==> src/core/usbxc_consts.vh <==
// constants for the usb transceiver control block
// assumes inclusion by bare name from core/ files
`ifndef USBXC_CONSTS_VH
`define USBXC_CONSTS_VH

// ----------------------------------------
// register map
// ----------------------------------------
`define USBXC_CTRL_ADDR     8'hd7
`define USBXC_CTRL_RESET    8'h00

// ----------------------------------------
// field positions
// ----------------------------------------
`define USBXC_PULLUP_EN_BIT 7
`define USBXC_XCVR_EN_BIT   6
`define USBXC_SPEED_BIT     5
`define USBXC_TST_HI        4
`define USBXC_TST_LO        3
`define USBXC_DIFF_BIT      2
`define USBXC_POS_LVL_BIT   1
`define USBXC_NEG_LVL_BIT   0

// ----------------------------------------
// line test modes
// ----------------------------------------
`define USBXC_TST_NORMAL    2'b00
`define USBXC_TST_DIFF1     2'b01
`define USBXC_TST_DIFF0     2'b10
`define USBXC_TST_SE0       2'b11

// ----------------------------------------
// endpoint protocol addresses
// ----------------------------------------
`define USBXC_EP0_ADDR      8'h00
`define USBXC_EP_IN_FLAG    8'h80
`define USBXC_EP_MAX        2'd3

`endif

==> src/core/usbxc_line_sync.v <==
// two-flop synchroniser for the bus line levels and vbus
// assumes inputs asynchronous to clk
module usbxc_line_sync (
  clk,
  rst_n,
  async_in,
  sync_out
);
  input  wire       clk;
  input  wire       rst_n;
  input  wire [2:0] async_in;
  output wire [2:0] sync_out;

  reg [2:0] meta_r;
  reg [2:0] sync_r;

  always @(posedge clk or negedge rst_n) begin
    if (!rst_n) begin
      meta_r <= 3'h0;
      sync_r <= 3'h0;
    end else begin
      meta_r <= async_in;
      sync_r <= meta_r;
    end
  end

  assign sync_out = sync_r;
endmodule

==> src/core/usbxc_top.v <==
// transceiver control register and endpoint address decode of a usb function
// assumes an 8-bit special register bus on clk; line and vbus pins are async
`include "usbxc_consts.vh"

module usbxc_top (
  clk,
  rst_n,
  reg_addr,
  reg_wr,
  reg_rd,
  reg_wdata,
  reg_rdata,
  reg_hit,
  dp_in,
  dn_in,
  vbus_in,
  dp_out,
  dp_oe,
  dn_out,
  dn_oe,
  pullup_dp,
  pullup_dn,
  full_speed,
  transceiver_suspend,
  tx_dp,
  tx_dn,
  tx_drive,
  tok_ep_addr,
  tok_ep_valid,
  tok_ep_num,
  tok_ep_in
);
  input  wire       clk;
  input  wire       rst_n;
  input  wire [7:0] reg_addr;
  input  wire       reg_wr;
  input  wire       reg_rd;
  input  wire [7:0] reg_wdata;
  output reg  [7:0] reg_rdata;
  output wire       reg_hit;
  input  wire       dp_in;
  input  wire       dn_in;
  input  wire       vbus_in;
  output reg        dp_out;
  output reg        dp_oe;
  output reg        dn_out;
  output reg        dn_oe;
  output reg        pullup_dp;
  output reg        pullup_dn;
  output reg        full_speed;
  output reg        transceiver_suspend;
  input  wire       tx_dp;
  input  wire       tx_dn;
  input  wire       tx_drive;
  input  wire [7:0] tok_ep_addr;
  output reg        tok_ep_valid;
  output reg  [1:0] tok_ep_num;
  output reg        tok_ep_in;

  // ----------------------------------------
  // functions
  // ----------------------------------------
  // endpoint address to pipe; only 0x00, 0x01-0x03 and 0x81-0x83 are valid
  function ep_valid;
    input [7:0] a;
    begin
      ep_valid = (a == `USBXC_EP0_ADDR) ||
                 ((a[6:2] == 5'h00) && (a[1:0] != 2'd0) &&
                  (a[1:0] <= `USBXC_EP_MAX));
    end
  endfunction

  // ----------------------------------------
  // input synchronisation
  // ----------------------------------------
  wire [2:0] sync_w;
  wire       dp_s;
  wire       dn_s;
  wire       vbus_s;

  usbxc_line_sync u_sync (
    .clk      (clk),
    .rst_n    (rst_n),
    .async_in ({vbus_in, dp_in, dn_in}),
    .sync_out (sync_w)
  );

  assign vbus_s = sync_w[2];
  assign dp_s   = sync_w[1];
  assign dn_s   = sync_w[0];

  // ----------------------------------------
  // control register
  // ----------------------------------------
  reg        pullup_enable_r;
  reg        transceiver_enable_r;
  reg        speed_r;
  reg  [1:0] line_test_mode_r;
  reg        diff_receiver_level_r;
  wire       wr_hit;

  assign reg_hit = (reg_addr == `USBXC_CTRL_ADDR);
  assign wr_hit  = reg_wr && reg_hit;

  always @(posedge clk or negedge rst_n) begin
    if (!rst_n) begin
      pullup_enable_r      <= 1'b0;
      transceiver_enable_r <= 1'b0;
      speed_r              <= 1'b0;
      line_test_mode_r     <= `USBXC_TST_NORMAL;
    end else if (wr_hit) begin
      pullup_enable_r      <= reg_wdata[`USBXC_PULLUP_EN_BIT];
      transceiver_enable_r <= reg_wdata[`USBXC_XCVR_EN_BIT];
      speed_r              <= reg_wdata[`USBXC_SPEED_BIT];
      line_test_mode_r     <= reg_wdata[`USBXC_TST_HI:`USBXC_TST_LO];
    end
  end

  // receiver holds its last value while suspended
  always @(posedge clk or negedge rst_n) begin
    if (!rst_n) begin
      diff_receiver_level_r <= 1'b0;
    end else if (transceiver_enable_r) begin
      diff_receiver_level_r <= dp_s & ~dn_s;
    end
  end

  // ----------------------------------------
  // read data
  // ----------------------------------------
  always @(posedge clk or negedge rst_n) begin
    if (!rst_n) begin
      reg_rdata <= `USBXC_CTRL_RESET;
    end else if (reg_rd && reg_hit) begin
      reg_rdata <= {pullup_enable_r, transceiver_enable_r, speed_r, line_test_mode_r,
                    diff_receiver_level_r,
                    dp_s,
                    dn_s};
    end else begin
      reg_rdata <= 8'h00;
    end
  end

  // ----------------------------------------
  // pull-up, speed and line drive
  // ----------------------------------------
  // no host mode exists: no downstream pull-downs, no reset or sof generation
  always @(posedge clk or negedge rst_n) begin
    if (!rst_n) begin
      pullup_dp           <= 1'b0;
      pullup_dn           <= 1'b0;
      full_speed          <= 1'b0;
      transceiver_suspend <= 1'b1;
      dp_out              <= 1'b0;
      dp_oe               <= 1'b0;
      dn_out              <= 1'b0;
      dn_oe               <= 1'b0;
    end else begin
      pullup_dp           <= pullup_enable_r && vbus_s && speed_r;
      pullup_dn           <= pullup_enable_r && vbus_s && !speed_r;
      full_speed          <= speed_r;
      transceiver_suspend <= !transceiver_enable_r;
      case (line_test_mode_r)
        `USBXC_TST_DIFF1: begin
          dp_out <= 1'b1;
          dn_out <= 1'b0;
          dp_oe  <= 1'b1;
          dn_oe  <= 1'b1;
        end
        `USBXC_TST_DIFF0: begin
          dp_out <= 1'b0;
          dn_out <= 1'b1;
          dp_oe  <= 1'b1;
          dn_oe  <= 1'b1;
        end
        `USBXC_TST_SE0: begin
          dp_out <= 1'b0;
          dn_out <= 1'b0;
          dp_oe  <= 1'b1;
          dn_oe  <= 1'b1;
        end
        default: begin
          dp_out <= tx_dp;
          dn_out <= tx_dn;
          dp_oe  <= tx_drive && transceiver_enable_r;
          dn_oe  <= tx_drive && transceiver_enable_r;
        end
      endcase
    end
  end

  // ----------------------------------------
  // endpoint decode
  // ----------------------------------------
  always @(posedge clk or negedge rst_n) begin
    if (!rst_n) begin
      tok_ep_valid <= 1'b0;
      tok_ep_num   <= 2'd0;
      tok_ep_in    <= 1'b0;
    end else begin
      tok_ep_valid <= ep_valid(tok_ep_addr);
      tok_ep_num   <= tok_ep_addr[1:0];
      // endpoint 0 is bidirectional, direction flag meaningless there
      tok_ep_in    <= (tok_ep_addr & `USBXC_EP_IN_FLAG) != 8'h00;
    end
  end
endmodule

==> config.mk <==
export PLATFORM = sky130hd
export DESIGN_NAME = usbxc_top
export DESIGN_NICKNAME = d
export VERILOG_FILES = /design/src/core/usbxc_line_sync.v /design/src/core/usbxc_top.v
export VERILOG_INCLUDE_DIRS = /design/src /design/src/core
export SDC_FILE = /design/constraint.sdc
export NUM_CORES = 1
export LEC_CHECK = 0
export ABC_AREA = 1
export BUFFER_PORTS_ARGS = -buffer_cell sky130_fd_sc_hd__buf_2
export CORE_ASPECT_RATIO = 0.8
export CORE_UTILIZATION = 30
export DETAILED_ROUTE_END_ITERATION = 16
export PLACE_DENSITY = 0.63
export SETUP_SLACK_MARGIN = 0.02
export SYNTH_ARGS = -nofsm -noshare
export SYNTH_HDL_FRONTEND = slang
export SYNTH_HIERARCHICAL = 1
export SYNTH_SLANG_ARGS = --single-unit
export TNS_END_PERCENT = 10
==> constraint.sdc <==
create_clock -name clk -period 1 [get_ports clk]
set_input_delay 0.1 -clock clk [delete_from_list [all_inputs] [get_ports clk]]
set_output_delay 0.1 -clock clk [all_outputs]
set_load 0.02 [all_outputs]
==> summary.txt <==
Element type at the critical path end: output port
Crit share post-route: 1.01
Worst endpoint data arrival time: 0.91 ns
Final min period: 1.01 ns
Non-Filler Instances: 199
GRT Util Overall: 0.123
Crit Path Class: flop to output port
Core Util, Final: 0.463
Power density over the cells: 1650 mW/mm2
Min-delay worst type: input port to flop
CP max FO: 1
Clk sinks: 31
Cell Area, Synth: 0.00108 mm2
Cell variety after synth: 16
Hpwl dp: 1490 um
Antenna violations before repair: 0
Placed Cells: 183
First-pass GRT wire length: 3530 um
Reg clk slew, reported paths: 0.06 ns
Final Skew: 0.00279 ns
Final hold slack: 0.0390 ns
Die ar.: 0.00385 mm2
CP Buf/Inv Count: 1
Final setup margin: -0.00762 ns
DRT Pass-1 Iters: 3
RSZ-0062 raised after global routing: yes
PortBufs: 51
Die H: 55.7 um
#FFs+latches synth: 31
Initial Util: 0.314
Drt via density: 4.16
CP peak stage delay: 0.52 ns
Final #Nets: 190
Post-CTS setup buffers: 0
N_diodes: 0
Status: complete, but fails checks
Max H-tree Level: 2
Reg power frac: 0.505
TritonCTS clock tree: yes
Critical Path Slowest Stage Cell: dfstp_2
Peak supply drop: 608 uV
Commonest non-fill, non-tap cell in the layout: buf_2
Grt ovf: 0
Sw frac: 0.224
Actual slew at the worst max-slew pin: 0.351 ns
Initial DRC Count: 30
Syn Inst Count: 90
Via Count: 827
Num CTS Buffers: 5
Seq/Total Area, Yosys: 0.718
Crit-path leading delay family: flip-flops
Largest net degree at the start of global routing: 19
Max Cap Viol: 0
Routed Antenna Nets: 0
Worst-Skew Late Latency: 0.28 ns
Final Max Slew Viols: 0
Die W: 69.2 um
Setup Viol. Count Final: 1
Tot Pwr: 2630 uW
Critical Path RT: 0.90 ns
F_max: 992 MHz
Max_slew headroom: 0.766
Routed WL: 2080 um
Synth-to-Final Area Change: 47.4%
Layout cells sized above 1: 0.465
Row count: 19
CP Cell Sequence: buf_6
Commonest cells after routing, fill and taps aside: 50 x buf_2, 30 x dfrtp_1, 16 x nand2_1
Avg Inst Size Synth: 12.0 um2
Failing checks: setup timing
Final hold vios: 0
Pint: 2040 uW
Vias in the first global route: 873
Total core area: 0.00345 mm2
Type of origin of the critical path: flop
Net Switching: 589 uW
Clk buf depth: 2
Synth warn: 6
Io pins: 55
Residual DRC: 0
Net count after synthesis: 124
RD Place Congestion: 0.711
Root Driver: clkbuf_8
Gate power share: 0.093
Post-DR wirelength/cell: 10.4 um
Static leakage: 0.000843 uW
Clk pwr share: 0.402
## metrics by stage
stage | area [um2] | setup WS (ns) | TNS, ns
after floorplan | 1090 | 0.178 | 0
after global placement | 1410 | 0.0761 | 0
after detailed placement | 1410 | 0.0328 | 0
after CTS | 1600 | -0.0168 | -0.0168
after global routing | 1600 | -0.0308 | -0.0308
final | 1600 | -0.00762 | -0.00762
## worst paths after layout
path / to / slack (ns) / startpoint / cells after the start
max reg2reg: pullup_dp / 0.25 / speed_r / 2
min in group asynchronous: reg_rdata[6] / 0.26 / rst_n / 2
max: transceiver_suspend / -0.008 / transceiver_suspend / 1
max in group asynchronous: u_sync/meta_r[2] / 0.34 / rst_n / 3
min: dn_out / 0.04 / tx_dn / 3
min reg2reg: u_sync/sync_out[2] / 0.35 / u_sync/meta_r[2] / 0
## cell usage after synthesis
cell type / n / area [um2]
nor2_4: 2 / 22.5
nand3_2: 1 / 10.0
nand3_1: 2 / 10.0
dfrtp_1: 30 / 751
a211oi_1: 1 / 7.51
o21ai_0: 1 / 5.00
inv_1: 11 / 41.3
nand2_1: 16 / 60.1
nand4_1: 5 / 31.3
dfstp_2: 1 / 26.3
nor3_1: 2 / 10.0
nor2_2: 8 / 50.1
buf_4: 1 / 7.51
nand3_4: 1 / 17.5
nor2_1: 7 / 26.3
nor4_1: 1 / 6.26
## power by group through the flow
stage	Clock (uW)	Sequential (uW)	Combinational [uW]
floorplan	0	1380	70.8
global placement	0	1350	214
detailed placement	0	1350	221
CTS	1090	1330	247
global route	1140	1330	272
finish	1060	1330	244
## kinds of logic after synthesis
logic type	after synthesis	share of synthesized area
flip-flops	31	0.718
buffers and inverters	12	0.0451
AO/OA/AOI/OAI	2	0.0116
AND/OR/NAND/NOR	45	0.225
## layout make-up
| class | instances | area (um2) |
|---|---|---|
| Clock buffer | 8 | 100 |
| Fill cell | 322 | 1850 |
| Inverter | 11 | 41.3 |
| Multi-Input combinational cell | 47 | 263 |
| Sequential cell | 31 | 777 |
| Tap cell | 42 | 52.6 |
| Timing Repair Buffer | 60 | 362 |
## per-layer routing
| metal | global-route usage | vias to the layer above | share of wire |
|---|---|---|---|
| met4 | 0.0875 | 0 | 0.025 |
| met3 | 0.0507 | 5 | 0.062 |
| met1 | 0.118 | 377 | 0.40 |
| li1 | - | 413 | - |
| met2 | 0.214 | 32 | 0.51 |
| met5 | 0 | - | 0 |
## sequential cells by signal, summed over array words and instances (netlist names), 2 cells and up
name / count
line_test_mode_r: 2
tok_ep_num: 2
reg_rdata: 8
u_sync/sync_out: 3
u_sync/meta_r: 3
## timing repair
| action | 4_1_cts | 5_1_grt |
|---|---|---|
| hold endpoints to repair | 19 | 0 |
| hold buffers | 8 | 0 |
| resized for setup | 2 | 0 |
| setup endpoints to repair | 1 | 1 |
Note: power is estimated with default switching activity, not from simulation.
